<file path="config.mk">
export PLATFORM = sky130hd
export DESIGN_NAME = rxirq_top
export DESIGN_NICKNAME = d
export VERILOG_FILES = /design/src/rtl/rxirq_pkg.sv /design/src/rtl/rxirq_top.sv
export VERILOG_INCLUDE_DIRS = /design/src /design/src/rtl
export SDC_FILE = /design/constraint.sdc
export NUM_CORES = 1
export LEC_CHECK = 0
export BUFFER_PORTS_ARGS = -buffer_cell sky130_fd_sc_hd__buf_2
export CAP_MARGIN = 5
export CORE_MARGIN = 3
export CORE_UTILIZATION = 55
export DETAILED_ROUTE_END_ITERATION = 6
export GPL_TIMING_DRIVEN = 0
export PLACE_DENSITY = 0.81
export SLEW_MARGIN = 20
export SYNTH_ARGS = -nofsm -noshare
export SYNTH_HDL_FRONTEND = slang
export SYNTH_SLANG_ARGS = --single-unit
</file>
<file path="constraint.sdc">
create_clock -name clk_i -period 2.6 [get_ports clk_i]
set_clock_uncertainty 0.1 [all_clocks]
set_input_delay 0.39 -clock clk_i [delete_from_list [all_inputs] [get_ports clk_i]]
set_output_delay 0.39 -clock clk_i [all_outputs]
set_load 0.01 [all_outputs]
</file>
<file path="src/rtl/rxirq_regs.svh">
// register offsets, field positions, reset values and pulse counts of the receiver interrupt block
`ifndef RXIRQ_REGS_SVH
`define RXIRQ_REGS_SVH

// register byte offsets
`define RXIRQ_PIN_A_CTRL_ADDR 8'h40
`define RXIRQ_PIN_B_CTRL_ADDR 8'h41
`define RXIRQ_MAN_STATUS_ADDR 8'h48
`define RXIRQ_MAN_CLEAR_ADDR 8'h49
`define RXIRQ_MAN_PIN2_MASK_ADDR 8'h4a
`define RXIRQ_MAN_PIN1_MASK_ADDR 8'h4b
`define RXIRQ_SEEN_RAW_ADDR 8'h60
`define RXIRQ_SEEN_STATUS_ADDR 8'h61
`define RXIRQ_SEEN_CLEAR_ADDR 8'h62
`define RXIRQ_SEEN_PIN2_MASK_ADDR 8'h63
`define RXIRQ_SEEN_PIN1_MASK_ADDR 8'h64
`define RXIRQ_CHG_RAW_ADDR 8'h79
`define RXIRQ_CHG_STATUS_ADDR 8'h7a
`define RXIRQ_CHG_CLEAR_ADDR 8'h7b
`define RXIRQ_CHG_PIN2_MASK_ADDR 8'h7c
`define RXIRQ_CHG_PIN1_MASK_ADDR 8'h7d

// field positions
`define RXIRQ_LEN_MSB 7
`define RXIRQ_LEN_LSB 6
`define RXIRQ_MANUAL_BIT 2
`define RXIRQ_POL_BIT 2
`define RXIRQ_SEL_MSB 1
`define RXIRQ_SEL_LSB 0
`define RXIRQ_EVT_BIT 0
`define RXIRQ_MAN_MASK_BIT 7
`define RXIRQ_MAN_STATUS_BIT 0

// reset values
`define RXIRQ_LEN_RST 2'h0
`define RXIRQ_SEL_RST 2'h0
`define RXIRQ_BIT_RST 1'h0
`define RXIRQ_MASK_RST 3'h0

// pulse lengths in crystal periods, one clk_i cycle each
`define RXIRQ_PULSE_SHORT 7'h04
`define RXIRQ_PULSE_MID 7'h10
`define RXIRQ_PULSE_LONG 7'h40

`endif

</file>
<file path="src/rtl/rxirq_pkg.sv">
// types shared by the receiver interrupt block
package rxirq_pkg;

    // register access strobe group
    typedef struct packed {
        logic wr_en;
        logic rd_en;
        logic [7:0] addr;
        logic [7:0] wdata;
    } rxirq_bus_t;

    typedef enum logic [1:0] {
        RXIRQ_LEN_4 = 2'h0,
        RXIRQ_LEN_16 = 2'h1,
        RXIRQ_LEN_64 = 2'h2,
        RXIRQ_LEN_HOLD = 2'h3
    } rxirq_len_t;

    typedef enum logic [1:0] {
        RXIRQ_DRV_OPEN = 2'h0,
        RXIRQ_DRV_LOW = 2'h1,
        RXIRQ_DRV_HIGH = 2'h2,
        RXIRQ_DRV_OFF = 2'h3
    } rxirq_drive_t;

    typedef enum logic [1:0] {
        RXIRQ_ROUTE_OFF = 2'h0,
        RXIRQ_ROUTE_MCLK = 2'h1,
        RXIRQ_ROUTE_SCLK = 2'h2,
        RXIRQ_ROUTE_HPA = 2'h3
    } rxirq_route_t;

    // pulse generator states, one-hot
    typedef enum logic [2:0] {
        RXIRQ_ST_IDLE = 3'b001,
        RXIRQ_ST_ACTIVE = 3'b010,
        RXIRQ_ST_SPENT = 3'b100
    } rxirq_state_t;

    // software configuration fields
    typedef struct packed {
        rxirq_len_t pin1_pulse_length;
        logic manual_force_irq;
        rxirq_drive_t pin1_drive_mode;
        rxirq_len_t pin2_pulse_length;
        logic pin2_polarity;
        rxirq_route_t pin2_route_select;
    } rxirq_cfg_t;

endpackage : rxirq_pkg

</file>
<file path="src/rtl/rxirq_top.sv">
// receiver interrupt logic: raw, status, mask, clear bits and two interrupt pins
// Behaviour
// - status bit only sets while at least one of its two masks is set
// - status sets when raw bit changes, holds until clear, resets to 0
// - a set status bit stays high without time limit until cleared
// - clear bit self-clears; writing 1 clears status and any latched edge raw, 0 does nothing
// - level event raw bit is live, never latched
// - edge event raw bit latches until software writes its clear bit
// - per-event masks for pin one and pin two gate status and pin request
// - all mask bits reset to 0
// - pin one has its own pin, switched off only by its drive mode; pin two routed by 2-bit select, off at reset
// - pin one is high impedance after reset, open drain by default
// - pin one pulse length 4, 16, 64 periods or until cleared, reset 00
// - pin two has its own independent pulse length field
// - pin one drive: open drain, drive low, drive high, or disabled
// - pin two polarity bit: 0 high when active, 1 low when active
// - manual force bit makes a forced event, gated by its masks
// - manual event with pin one mask sets manual status and raises pin one
// - masked-in raw change sets status and raises the masked-in pin
// - further events before service cause no second pin assertion
`include "rxirq_regs.svh"

module rxirq_top
    import rxirq_pkg::*;
(
    input wire logic clk_i,
    input wire logic nrst_i,
    input wire rxirq_bus_t reg_bus_i,
    output logic [7:0] reg_rdata_o,
    input wire logic video_info_seen_raw_i,
    input wire logic video_info_changed_evt_i,
    input wire logic mclk_func_i,
    input wire logic sclk_func_i,
    input wire logic hot_plug_func_i,
    output logic irq_pin_a_o,
    output logic irq_pin_a_oe_o,
    output logic master_clock_shared_pin_o,
    output logic serial_clock_shared_pin_o,
    output logic hot_plug_shared_pin_o
);

    // event index: 0 info seen (level), 1 info changed (edge), 2 manual (edge)
    localparam int NEVT = 3;

    // cycles to load for a pulse length; counter runs down to zero
    function automatic logic [5:0] pulse_load(input rxirq_len_t len);
        logic [6:0] cycles;
        cycles = `RXIRQ_PULSE_SHORT;
        case (len)
            RXIRQ_LEN_16: cycles = `RXIRQ_PULSE_MID;
            RXIRQ_LEN_64: cycles = `RXIRQ_PULSE_LONG;
            default: cycles = `RXIRQ_PULSE_SHORT;
        endcase
        return cycles[5:0] - 6'h01;
    endfunction : pulse_load

    function automatic logic wr_hit(input rxirq_bus_t b, input logic [7:0] a);
        return b.wr_en && (b.addr == a);
    endfunction : wr_hit

    rxirq_cfg_t cfg_ff;
    logic [NEVT-1:0] mb1_ff;
    logic [NEVT-1:0] mb2_ff;
    logic [NEVT-1:0] status_ff;
    logic chg_raw_ff;
    logic man_raw_ff;
    logic seen_prev_ff;
    logic man_prev_ff;
    logic [7:0] rdata_ff;

    // decoded write strobes
    wire wr_ctrl_a = wr_hit(reg_bus_i, `RXIRQ_PIN_A_CTRL_ADDR);
    wire wr_ctrl_b = wr_hit(reg_bus_i, `RXIRQ_PIN_B_CTRL_ADDR);
    wire wdat_evt = reg_bus_i.wdata[`RXIRQ_EVT_BIT];
    wire wdat_man = reg_bus_i.wdata[`RXIRQ_MAN_MASK_BIT];
    wire wdat_mst = reg_bus_i.wdata[`RXIRQ_MAN_STATUS_BIT];
    wire [NEVT-1:0] clr;
    wire [NEVT-1:0] wr_mb1;
    wire [NEVT-1:0] wr_mb2;
    // clear bits store nothing, so they self-clear and read back 0
    assign clr[0] = wr_hit(reg_bus_i, `RXIRQ_SEEN_CLEAR_ADDR) && wdat_evt;
    assign clr[1] = wr_hit(reg_bus_i, `RXIRQ_CHG_CLEAR_ADDR) && wdat_evt;
    assign clr[2] = wr_hit(reg_bus_i, `RXIRQ_MAN_CLEAR_ADDR) && wdat_mst;
    assign wr_mb1[0] = wr_hit(reg_bus_i, `RXIRQ_SEEN_PIN1_MASK_ADDR);
    assign wr_mb1[1] = wr_hit(reg_bus_i, `RXIRQ_CHG_PIN1_MASK_ADDR);
    assign wr_mb1[2] = wr_hit(reg_bus_i, `RXIRQ_MAN_PIN1_MASK_ADDR);
    assign wr_mb2[0] = wr_hit(reg_bus_i, `RXIRQ_SEEN_PIN2_MASK_ADDR);
    assign wr_mb2[1] = wr_hit(reg_bus_i, `RXIRQ_CHG_PIN2_MASK_ADDR);
    assign wr_mb2[2] = wr_hit(reg_bus_i, `RXIRQ_MAN_PIN2_MASK_ADDR);
    wire [NEVT-1:0] wmask_bits = {wdat_man, wdat_evt, wdat_evt};

    // configuration fields
    always_ff @(posedge clk_i or negedge nrst_i) begin
        if (!nrst_i) begin
            cfg_ff <= '{pin1_pulse_length: RXIRQ_LEN_4, manual_force_irq: `RXIRQ_BIT_RST,
                        pin1_drive_mode: RXIRQ_DRV_OPEN, pin2_pulse_length: RXIRQ_LEN_4,
                        pin2_polarity: `RXIRQ_BIT_RST, pin2_route_select: RXIRQ_ROUTE_OFF};
        end else begin
            if (wr_ctrl_a) begin
                cfg_ff.pin1_pulse_length <=
                    rxirq_len_t'(reg_bus_i.wdata[`RXIRQ_LEN_MSB:`RXIRQ_LEN_LSB]);
                cfg_ff.manual_force_irq <= reg_bus_i.wdata[`RXIRQ_MANUAL_BIT];
                cfg_ff.pin1_drive_mode <=
                    rxirq_drive_t'(reg_bus_i.wdata[`RXIRQ_SEL_MSB:`RXIRQ_SEL_LSB]);
            end
            if (wr_ctrl_b) begin
                cfg_ff.pin2_pulse_length <=
                    rxirq_len_t'(reg_bus_i.wdata[`RXIRQ_LEN_MSB:`RXIRQ_LEN_LSB]);
                cfg_ff.pin2_polarity <= reg_bus_i.wdata[`RXIRQ_POL_BIT];
                cfg_ff.pin2_route_select <=
                    rxirq_route_t'(reg_bus_i.wdata[`RXIRQ_SEL_MSB:`RXIRQ_SEL_LSB]);
            end
        end
    end

    // mask bits, all off after reset
    always_ff @(posedge clk_i or negedge nrst_i) begin
        if (!nrst_i) begin
            mb1_ff <= `RXIRQ_MASK_RST;
            mb2_ff <= `RXIRQ_MASK_RST;
        end else begin
            mb1_ff <= (wr_mb1 & wmask_bits) | (~wr_mb1 & mb1_ff);
            mb2_ff <= (wr_mb2 & wmask_bits) | (~wr_mb2 & mb2_ff);
        end
    end

    // event detection; manual event fires on the rise of the force bit
    wire man_evt = cfg_ff.manual_force_irq && !man_prev_ff;
    wire [NEVT-1:0] raw = {man_raw_ff, chg_raw_ff, video_info_seen_raw_i};
    // edge raws count as changed on their event pulse, so a repeat while latched is not lost
    wire [NEVT-1:0] chg = {man_evt, video_info_changed_evt_i,
                           video_info_seen_raw_i ^ seen_prev_ff};
    wire [NEVT-1:0] en = mb1_ff | mb2_ff;
    // set wins over a clear arriving in the same cycle
    wire [NEVT-1:0] nxt_status = (chg & en) | (status_ff & ~clr);
    wire nxt_chg_raw = video_info_changed_evt_i || (chg_raw_ff && !clr[1]);
    wire nxt_man_raw = man_evt || (man_raw_ff && !clr[2]);

    // raw latches and status bits
    always_ff @(posedge clk_i or negedge nrst_i) begin
        if (!nrst_i) begin
            status_ff <= '0;
            chg_raw_ff <= 1'b0;
            man_raw_ff <= 1'b0;
            seen_prev_ff <= 1'b0;
            man_prev_ff <= 1'b0;
        end else begin
            status_ff <= nxt_status;
            chg_raw_ff <= nxt_chg_raw;
            man_raw_ff <= nxt_man_raw;
            seen_prev_ff <= video_info_seen_raw_i;
            man_prev_ff <= cfg_ff.manual_force_irq;
        end
    end

    // pin requests, index 0 pin one, 1 pin two
    wire [1:0] req;
    assign req[0] = |(status_ff & mb1_ff);
    assign req[1] = |(status_ff & mb2_ff);
    wire rxirq_len_t len_sel [2];
    assign len_sel[0] = cfg_ff.pin1_pulse_length;
    assign len_sel[1] = cfg_ff.pin2_pulse_length;

    rxirq_state_t state_ff [2];
    logic [5:0] cnt_ff [2];
    logic [1:0] active;

    // one pulse generator per pin; a spent pulse waits for its own pin request to drop
    for (genvar p = 0; p < 2; p++) begin : g_pulse
        rxirq_state_t nxt_state;
        logic [5:0] nxt_cnt;
        wire hold_mode = (len_sel[p] == RXIRQ_LEN_HOLD);
        always_comb begin
            nxt_state = state_ff[p];
            nxt_cnt = cnt_ff[p];
            case (state_ff[p])
                RXIRQ_ST_IDLE: begin
                    if (req[p]) begin
                        nxt_state = RXIRQ_ST_ACTIVE;
                        nxt_cnt = pulse_load(len_sel[p]);
                    end
                end
                RXIRQ_ST_ACTIVE: begin
                    if (hold_mode) begin
                        if (!req[p]) begin
                            nxt_state = RXIRQ_ST_IDLE;
                        end
                    end else if (cnt_ff[p] == 6'h00) begin
                        nxt_state = req[p] ? RXIRQ_ST_SPENT : RXIRQ_ST_IDLE;
                    end else begin
                        nxt_cnt = cnt_ff[p] - 6'h01;
                    end
                end
                RXIRQ_ST_SPENT: begin
                    if (!req[p]) begin
                        nxt_state = RXIRQ_ST_IDLE;
                    end
                end
                default: nxt_state = RXIRQ_ST_IDLE;
            endcase
        end
        always_ff @(posedge clk_i or negedge nrst_i) begin
            if (!nrst_i) begin
                state_ff[p] <= RXIRQ_ST_IDLE;
                cnt_ff[p] <= 6'h00;
            end else begin
                state_ff[p] <= nxt_state;
                cnt_ff[p] <= nxt_cnt;
            end
        end
        assign active[p] = (state_ff[p] == RXIRQ_ST_ACTIVE);
    end

    // pin drive decode
    wire drv_od = cfg_ff.pin1_drive_mode == RXIRQ_DRV_OPEN;
    wire drv_lo = cfg_ff.pin1_drive_mode == RXIRQ_DRV_LOW;
    wire drv_hi = cfg_ff.pin1_drive_mode == RXIRQ_DRV_HIGH;
    wire nxt_a_oe = (drv_od && active[0]) || drv_lo || drv_hi;
    wire nxt_a_o = drv_hi ? active[0] : (drv_lo ? !active[0] : 1'b0);
    wire lvl_b = active[1] ^ cfg_ff.pin2_polarity;
    wire rxirq_route_t route = cfg_ff.pin2_route_select;
    // shared pins keep their own function unless pin two is routed there
    wire nxt_mclk = (route == RXIRQ_ROUTE_MCLK) ? lvl_b : mclk_func_i;
    wire nxt_sclk = (route == RXIRQ_ROUTE_SCLK) ? lvl_b : sclk_func_i;
    wire nxt_hpa = (route == RXIRQ_ROUTE_HPA) ? lvl_b : hot_plug_func_i;

    // registered pin outputs, one cycle behind the pulse state
    always_ff @(posedge clk_i or negedge nrst_i) begin
        if (!nrst_i) begin
            irq_pin_a_o <= 1'b0;
            irq_pin_a_oe_o <= 1'b0;
            master_clock_shared_pin_o <= 1'b0;
            serial_clock_shared_pin_o <= 1'b0;
            hot_plug_shared_pin_o <= 1'b0;
        end else begin
            irq_pin_a_o <= nxt_a_o;
            irq_pin_a_oe_o <= nxt_a_oe;
            master_clock_shared_pin_o <= nxt_mclk;
            serial_clock_shared_pin_o <= nxt_sclk;
            hot_plug_shared_pin_o <= nxt_hpa;
        end
    end

    // read mux; clear registers and unmapped offsets read zero
    logic [7:0] rd_mux;
    always_comb begin
        rd_mux = 8'h00;
        case (reg_bus_i.addr)
            `RXIRQ_PIN_A_CTRL_ADDR: rd_mux = {cfg_ff.pin1_pulse_length, 3'h0,
                                              cfg_ff.manual_force_irq, cfg_ff.pin1_drive_mode};
            `RXIRQ_PIN_B_CTRL_ADDR: rd_mux = {cfg_ff.pin2_pulse_length, 3'h0,
                                              cfg_ff.pin2_polarity, cfg_ff.pin2_route_select};
            `RXIRQ_MAN_STATUS_ADDR: rd_mux = {7'h00, status_ff[2]};
            `RXIRQ_MAN_PIN2_MASK_ADDR: rd_mux = {mb2_ff[2], 7'h00};
            `RXIRQ_MAN_PIN1_MASK_ADDR: rd_mux = {mb1_ff[2], 7'h00};
            `RXIRQ_SEEN_RAW_ADDR: rd_mux = {7'h00, raw[0]};
            `RXIRQ_SEEN_STATUS_ADDR: rd_mux = {7'h00, status_ff[0]};
            `RXIRQ_SEEN_PIN2_MASK_ADDR: rd_mux = {7'h00, mb2_ff[0]};
            `RXIRQ_SEEN_PIN1_MASK_ADDR: rd_mux = {7'h00, mb1_ff[0]};
            `RXIRQ_CHG_RAW_ADDR: rd_mux = {7'h00, raw[1]};
            `RXIRQ_CHG_STATUS_ADDR: rd_mux = {7'h00, status_ff[1]};
            `RXIRQ_CHG_PIN2_MASK_ADDR: rd_mux = {7'h00, mb2_ff[1]};
            `RXIRQ_CHG_PIN1_MASK_ADDR: rd_mux = {7'h00, mb1_ff[1]};
            default: rd_mux = 8'h00;
        endcase
    end

    // read data held until the next read
    always_ff @(posedge clk_i or negedge nrst_i) begin
        if (!nrst_i) begin
            rdata_ff <= 8'h00;
        end else if (reg_bus_i.rd_en) begin
            rdata_ff <= rd_mux;
        end
    end
    assign reg_rdata_o = rdata_ff;
endmodule : rxirq_top

</file>
### Word level (Yosys, flattened, before mapping)

Index checks and enable logic that the tools add are counted.

| word-level totals | value |
|---|---|
| register bits after elaboration | 53 |
| bits of input ports | 25 |
| output and inout port bits | 13 |
| word-level logic and storage cells | 150 |

| cells by class | value |
|---|---|
| add/subtract/negate cells | 4 |
| equality and inequality tests | 41 |
| muxes and demuxes | 32 |
| bitwise operators | 17 |
| reduce and logical (&&, ||, !) cells | 34 |

Operators by type and width:

| operator | number |
|---|---|
| $eq A8 B7 Y1 const B | 16 |
| $pmux W8 S13 | 1 |
| $mux W6 | 10 |
| $mux W3 | 10 |
| $and A3 B3 Y3 | 8 |
| $pmux W6 S2 | 2 |
| $sub A6 B1 Y6 const B | 4 |
| $pmux W5 S2 | 2 |
| $pmux W3 S3 | 2 |
| $logic_and A1 B1 Y1 | 17 |
| $eq A2 B2 Y1 const B | 7 |
| $logic_not A6 Y1 | 2 |
| $ne A2 B2 Y1 const B | 6 |
| $or A3 B3 Y3 | 4 |
| $not A3 Y3 | 3 |
| $eq A2 B1 Y1 const B | 4 |
| $reduce_and A4 Y1 | 2 |
| $eq A3 B1 Y1 const B | 2 |
| $eq A3 B2 Y1 const B | 2 |
| $eq A3 B3 Y1 const B | 2 |
| $ne A3 B1 Y1 const B | 2 |
| $reduce_or A3 Y1 | 2 |
| $mux W1 | 5 |
| $reduce_and A2 Y1 | 2 |
| other kinds (5) | 11 |

### Longest topological paths before layout

Gate-level depths: netlist (run 1).

| depth | value |
|---|---|
| word-level depth | 7 |
| depth in mapped cells | 8 |
| gate-level depth less buffers | 7 |

### Least setup slack after synthesis (run 1)

Ideal clock, no wire load.

| path | value |
|---|---|
| kind | register to register |
| start | register state_ff[2] in the netlist's numbering |
| end | register cnt_ff[4] in the netlist's numbering |
| setup time | 0.130 ns |
| arrival time | 1.876 ns |
| required time | 2.370 ns |
| slack | 0.493 ns |
| cell stages (with the launch flop) | 9 |
| buffers on the path | 1 |
| cell sequence | dfrtp_1 -> nor3b_2 -> clkbuf_1 -> nand2_1 -> ha_1 -> a21oi_1 -> nor3_1 -> a41oi_1 -> o22ai_1 |

| on the way | value |
|---|---|
| cells in the longest elaborated chain, start to end | 3 |
| elaborated cells on any way between the ends | 8 |
| those cells by class | 5 x eq/ne; 1 x mux; 2 x reduce/logical |

RTL lines:

| item | RTL line | RTL |
|---|---|---|
| start, declared | rxirq_top.sv:164 | `rxirq_state_t state_ff [2];` |
| start signal, assigned by index | rxirq_top.sv:207 | `state_ff[p] <= nxt_state;` |
| $eq A3 B2 Y1 / $eq A3 B1 Y1 (equally long branches) | rxirq_top.sv:176 | `case (state_ff[p])` |
| $ne A2 B2 Y1 (no source line) / $reduce_bool A2 Y1 (equally long branches) | - |  |
| $reduce_and A4 Y1 (no source line) | - |  |
| end signal, assigned by index | rxirq_top.sv:208 | `cnt_ff[p] <= nxt_cnt;` |
| end, declared | rxirq_top.sv:165 | `logic [5:0] cnt_ff [2];` |

Parallel ways exist; a longest one is shown, timed or not.
A chain may end at the register's enable or synchronous reset.

==> results.toml, run 1 <==
[run_status]
run_status = "complete, no violations"

[floorplan]
core_area_um2 = 4910
chip_width_um = 78.5
ioPinCount = 38
initial_core_utilization_pct = 58.8
die-height_um = 78.5
placement_rows = 25
die_area_um2 = 6160

[clock_tree]
tritoncts.num_buffers = 5
cts.clk_slew.worst_paths_ns = 0.09
count_of_h_tree_levels_built_during_cts = 2
cts_sink_cnt = 50
clockRootBuffer = "clkbuf_8"
tritoncts = "built"
maximum_buffer_depth_of_the_clock_tree = 2
cts-resized-gates = 0
post_cts_hold_buffers = 0
cts_setup_buffers = 0
clock_network_latency_to_the_later_pin_of_the_worst_skew_pair_ns = 0.30

[placed_design]
worst_setup_slack_post_dpl_ns = 0.172
gp_routability_congestion = 0.881
placement.io_buffers = 29
dp_hpwl_mm = 4.31

[timing]
report.final.slew_viol_count = 0
rsz0062_at_grt = "no"
final_hold_viol_count = 0
layout_min_cycle_time_ns = 2.24
setup_violations = 0
post-route-period-util_pct = 86.1
max_slew.worst_pin.slew_ns = 0.757
hold_ws_ns = 0.00134
timing.max_slew.rel_slack_pct = 49.5
fin_tns_setup_ns = 0
setup_slack_ns = 0.360
max_freq_ghz = 0.446

[finish]
nFillCells = 414
diodes = 0
syn2layout_area_growth_pct = 12.6
final_core_util_pct = 66.3
drive_gt1_share_pct = 26.0
final_common_cell = "dfrtp_1"
num-nets-final = 361
layout.cells.most_common_list = "48 x dfrtp_1, 33 x nand2_1, 30 x buf_2"

[critical_path]
worst_setup_path_end_kind = "flip-flop"
critPathSlowestCell = "a222oi_1"
buffering_stage_count_on_the_worst_path_with_inverters_included = 0
type_of_element_launching_the_critical_path = "flip-flop"
worst-setup-path-type = "flip-flop to flip-flop"
cp_top_family = "compound AO/OA/AOI/OAI gates"
path_cells = "a222oi_1, nand3b_2, o32ai_4, and4_1, a2111oi_2"
cp_slowest_stage_delay_ns = 0.68
timing.critical_path.arrival_ns = 2.34
path_max_fanout = 10
cp_data_required_time_ns = 2.70

[synthesis]
synthArstFlopShare_pct = 100
compound_cell_area_share_of_the_yosys_netlist_pct = 18.4
synth.mux.area_fraction_pct = 8.06
synth.lib_cells_used.distinct = 71
synth_ff_type = "dfrtp_1"
synth-xor-area-share_pct = 1.21
yosysSeqAreaShare_pct = 43.4
synth_simple_gate_area_share_pct = 21.9
synth_edf_count = 0
synthesis.area_per_instance_um2 = 9.89
synth.cell_area_um2 = 2890
postSynthRegisterBits = 50
adder_cell_share_of_the_synthesized_area_pct = 2.60
synth_cells = 292
yosys_warnings = 0
main_combinational_cell_family_by_area_after_synthesis = "simple AND/OR/NAND/NOR gates"

[global_routing]
globalRouteOverflowTotal = 0
gr-usage-all-layers_pct = 21.0
grt_pass1_vias = 2276
antenna_found_initial = 0
grt_first_pass_wirelength_mm = 10.4
grt_start_max_net_pins = 51

[drt]
routedWlPerCell_um = 14.7
finalWirelength_mm = 5.86
antenna_left = 0
detail_route.vias_per_cell = 5.87
dr_total_vias = 2336
remaining_drc_errors = 0
drt_pre_antenna_iters = 5
first_iter_violations = 167

[run]
timing.max_cap.violations = 0

[pwr]
share_clk_of_total_power_pct = 27.9
power_total_mw = 1.96
ir_drop_mv = 0.347
p_sw_mw = 0.604
comb_power_share_pct = 20.0
power.share.sequential_pct = 52.1
swShare_pct = 30.8
power_density_nw_per_um2 = 603
power_leakage_nw = 1.40
intPower_mw = 1.36

[min_path]
worstHoldPathType = "primary input to asynchronous set/reset pin"
## logic make-up (layout without fill, tap and decap cells)
group | Yosys count | count (layout)
AOI/OAI and AO/OA | 76 | 76
xor gates and xnor gates | 4 | 4
adders and majority gates | 6 | 6
buffers and inverters | 24 | 61
DFF | 50 | 50
muxes | 21 | 21
other | 1 | 3
and+or+nand+nor | 110 | 110
## Yosys cell counts (4+ instances only)
| cell | number | area, um^2 |
|---|---|---|
| dfrtp_1 | 48 | 1200 |
| clkbuf_1 | 4 | 15.0 |
| mux2_2 | 18 | 203 |
| nor2b_1 | 6 | 37.5 |
| nor3_1 | 13 | 65.1 |
| ha_1 | 6 | 75.1 |
| o22ai_1 | 4 | 25.0 |
| o21ai_0 | 22 | 110 |
| nand3_1 | 5 | 25.0 |
| a32oi_1 | 4 | 35.0 |
| nand2_1 | 33 | 124 |
| nor2_1 | 20 | 75.1 |
| inv_1 | 11 | 41.3 |
| a21oi_1 | 20 | 100 |
## through the flow
stage	instance area, um^2	cells
5_1_grt	3250	398
4_1_cts	3240	398
6_report	3250	398
2_1_floorplan	2900	294
3_3_place_gp	3130	390
3_5_place_dp	3130	390
## worst paths after layout
| check | endpoint | slack, ns | cells past startpoint |
|---|---|---|---|
| worst min register to register | man_prev_ff$_DFF_PN0_ | 0.36 | 0 |
| worst max-delay path | cnt_ff[8]$_DFFE_PN0P_ | 0.36 | 5 |
| min in group clk_i | seen_prev_ff$_DFF_PN0_ | 0.13 | 1 |
| max in group asynchronous | state_ff[2]$_DFFE_PN0P_ | 1.99 | 1 |
| worst min-delay path | cnt_ff[4]$_DFFE_PN0P_ | 0.001 | 1 |
| worst max register to register | cnt_ff[8]$_DFFE_PN0P_ | 0.36 | 5 |
## power by group through the flow
stage / Sequential [mW] / Combinational [mW] / Clock, mW
6_report: 1.02 / 0.394 / 0.548
5_1_grt: 1.04 / 0.446 / 0.588
4_1_cts: 1.02 / 0.393 / 0.561
3_5_place_dp: 1.03 / 0.391 / 0
3_3_place_gp: 1.03 / 0.378 / 0
2_1_floorplan: 1.01 / 0.286 / 0
## layout make-up
cell class | count | area, um^2 | area share (%)
sequential | 50 | 1250 | 38.5
buffer | 13 | 86.3 | 2.65
clock buffer | 5 | 68.8 | 2.11
multi-input combinational | 220 | 1530 | 46.9
tap | 67 | 83.8 | 2.58
inverter | 11 | 41.3 | 1.27
timing repair buffer | 29 | 148 | 4.54
clock inverter | 3 | 45.0 | 1.38
## per-layer routing
layer	track usage [%]	up-vias	wire length, um
li1	-	1148	-
met5	0	-	0
met1	27.5	1113	2590
met4	7.52	0	82
met3	4.01	10	294
met2	34.6	65	2900
Note: power is estimated with default switching activity, not from simulation.
==> run 2, diff against run 1 <==
MAX_ROUTING_LAYER = met4   (was not set)
==> results.toml, run 2 (same netlist as run 1, synthesis figures left out) <==
[clock_tree]
cts_sink_cnt = 50
tritoncts.num_buffers = 5
maximum_buffer_depth_of_the_clock_tree = 2
clock_network_latency_to_the_later_pin_of_the_worst_skew_pair_ns = 0.30
cts.clk_slew.worst_paths_ns = 0.09
clockRootBuffer = "clkbuf_8"
tritoncts = "built"
count_of_h_tree_levels_built_during_cts = 2

[drt]
remaining_drc_errors = 0
routedWlPerCell_um = 14.8
antenna_left = 0
dr_total_vias = 2349
drt_pre_antenna_iters = 5
detail_route.vias_per_cell = 5.90
finalWirelength_mm = 5.90
first_iter_violations = 159

[finish]
num-nets-final = 361
final_cells = 398
regArea_um2 = 1250
nFillCells = 414
syn2layout_area_growth_pct = 12.6
drive_gt1_share_pct = 26.0
diodes = 0
combined_area_of_the_multi_input_logic_cells_um2 = 1530
final_common_cell = "dfrtp_1"
layout.cells.most_common_list = "48 x dfrtp_1, 33 x nand2_1, 30 x buf_2"

[floorplan]
chip_width_um = 78.5
ioPinCount = 38
die-height_um = 78.5
core_area_um2 = 4910
placement_rows = 25
die_area_um2 = 6160
initial_core_utilization_pct = 58.8

[run_status]
run_status = "complete, no violations"

[pwr]
ir_drop_mv = 0.346
power_density_nw_per_um2 = 604
power_leakage_nw = 1.40

[timing]
setup_violations = 0
hold_ws_ns = 0.0000330
layout_min_cycle_time_ns = 2.22
post-route-period-util_pct = 85.2
fin_tns_setup_ns = 0
final_hold_viol_count = 0
max_slew.worst_pin.slew_ns = 0.757
rsz0062_at_grt = "no"
timing.max_slew.rel_slack_pct = 49.5
report.final.slew_viol_count = 0
setup_slack_ns = 0.384
max_freq_ghz = 0.451

[critical_path]
setup.reg_to_reg.worst_slack_ns = 0.38
buffering_stage_count_on_the_worst_path_with_inverters_included = 1
timing.critical_path.arrival_ns = 2.30
critPathSlowestCell = "dfrtp_1"
path_max_fanout = 10
path_cells = "nor3b_4, clkbuf_2, nand2_1, ha_1, a21oi_1, nor3_1, a41oi_1, o22ai_1"
worst-r2r-cell-count = 8
crit_end = "cnt_ff[4]$_DFFE_PN0P_"
cp.depth = 8
cp_data_required_time_ns = 2.69
worst_setup_path_end_kind = "flip-flop"
crit_path_start = "state_ff[2]$_DFFE_PN0P_"
worst-setup-path-type = "flip-flop to flip-flop"
reg2reg_to = "cnt_ff[4]$_DFFE_PN0P_"
cp_top_family = "simple AND/OR/NAND/NOR gates"
cp_slowest_stage_delay_ns = 0.46
crit-reg2reg-launch = "state_ff[2]$_DFFE_PN0P_"
type_of_element_launching_the_critical_path = "flip-flop"

[global_routing]
gr-usage-all-layers_pct = 21.6
globalRouteOverflowTotal = 0
grt_pass1_vias = 2273
grt_first_pass_wirelength_mm = 10.5
antenna_found_initial = 0
grt_start_max_net_pins = 51

[run]
timing.max_cap.violations = 0

[placed_design]
gp_routability_congestion = 0.896
dp_hpwl_mm = 4.31
worst_setup_slack_post_dpl_ns = 0.172
numPlacedInstances = 390
placement.io_buffers = 29

[min_path]
worstHoldPathType = "primary input to asynchronous set/reset pin"
## run 2: cell counts in the layout (fill, tap and decap cells not counted)
No cell type changed its count.
## run 2: power breakdown
part           internal [mW]  switching (mW)
Combinational          0.178           0.215
Clock                  0.286           0.264
Sequential             0.895           0.127
Total                   1.36           0.606
## run 2: layout make-up
class | count | area share (%)
multi-input combinational | 220 | 46.9
sequential | 50 | 38.5
timing repair buffer | 29 | 4.54
buffer | 13 | 2.65
tap | 67 | 2.58
clock buffer | 5 | 2.11
clock inverter | 3 | 1.38
inverter | 11 | 1.27
## run 2: how the worst min path moves through the flow
stage,to,slack (ns),cells past startpoint
6_report,cnt_ff[4]$_DFFE_PN0P_,0.00003,1
5_1_grt,cnt_ff[4]$_DFFE_PN0P_,0.04,1
4_1_cts,seen_prev_ff$_DFF_PN0_,0.12,1
3_5_place_dp,man_prev_ff$_DFF_PN0_,0.34,0
3_3_place_gp,man_prev_ff$_DFF_PN0_,0.33,0
2_1_floorplan,asynchronous set/reset pin,-0.006,0
## run 2: per-stage QoR
step | utilization (%) | power (mW) | area, um^2
3_5_place_dp | 63.6 | 1.42 | 3130
6_report | 66.3 | 1.96 | 3250
2_1_floorplan | - | 1.29 | 2900
5_1_grt | 66.3 | 2.08 | 3250
4_1_cts | 66.0 | 1.97 | 3240
3_3_place_gp | 63.6 | 1.40 | 3130
## run 2: layer usage
layer | global-route usage [%] | share of wire, % | wire length, um | vias to the layer above
li1 | - | - | - | 1147
met1 | 27.5 | 45 | 2640 | 1136
met2 | 34.8 | 50 | 2930 | 56
met3 | 4.01 | 4.2 | 249 | 10
met4 | 7.52 | 1.4 | 81 | 0
met5 | - | 0 | 0 | -
## run 2: what timing repair did
item                                    CTS  global route
endpoints found under the setup margin    0             1
gates resized for setup                   0             3
buffers inserted                          0             0
hold buffers                              0             0
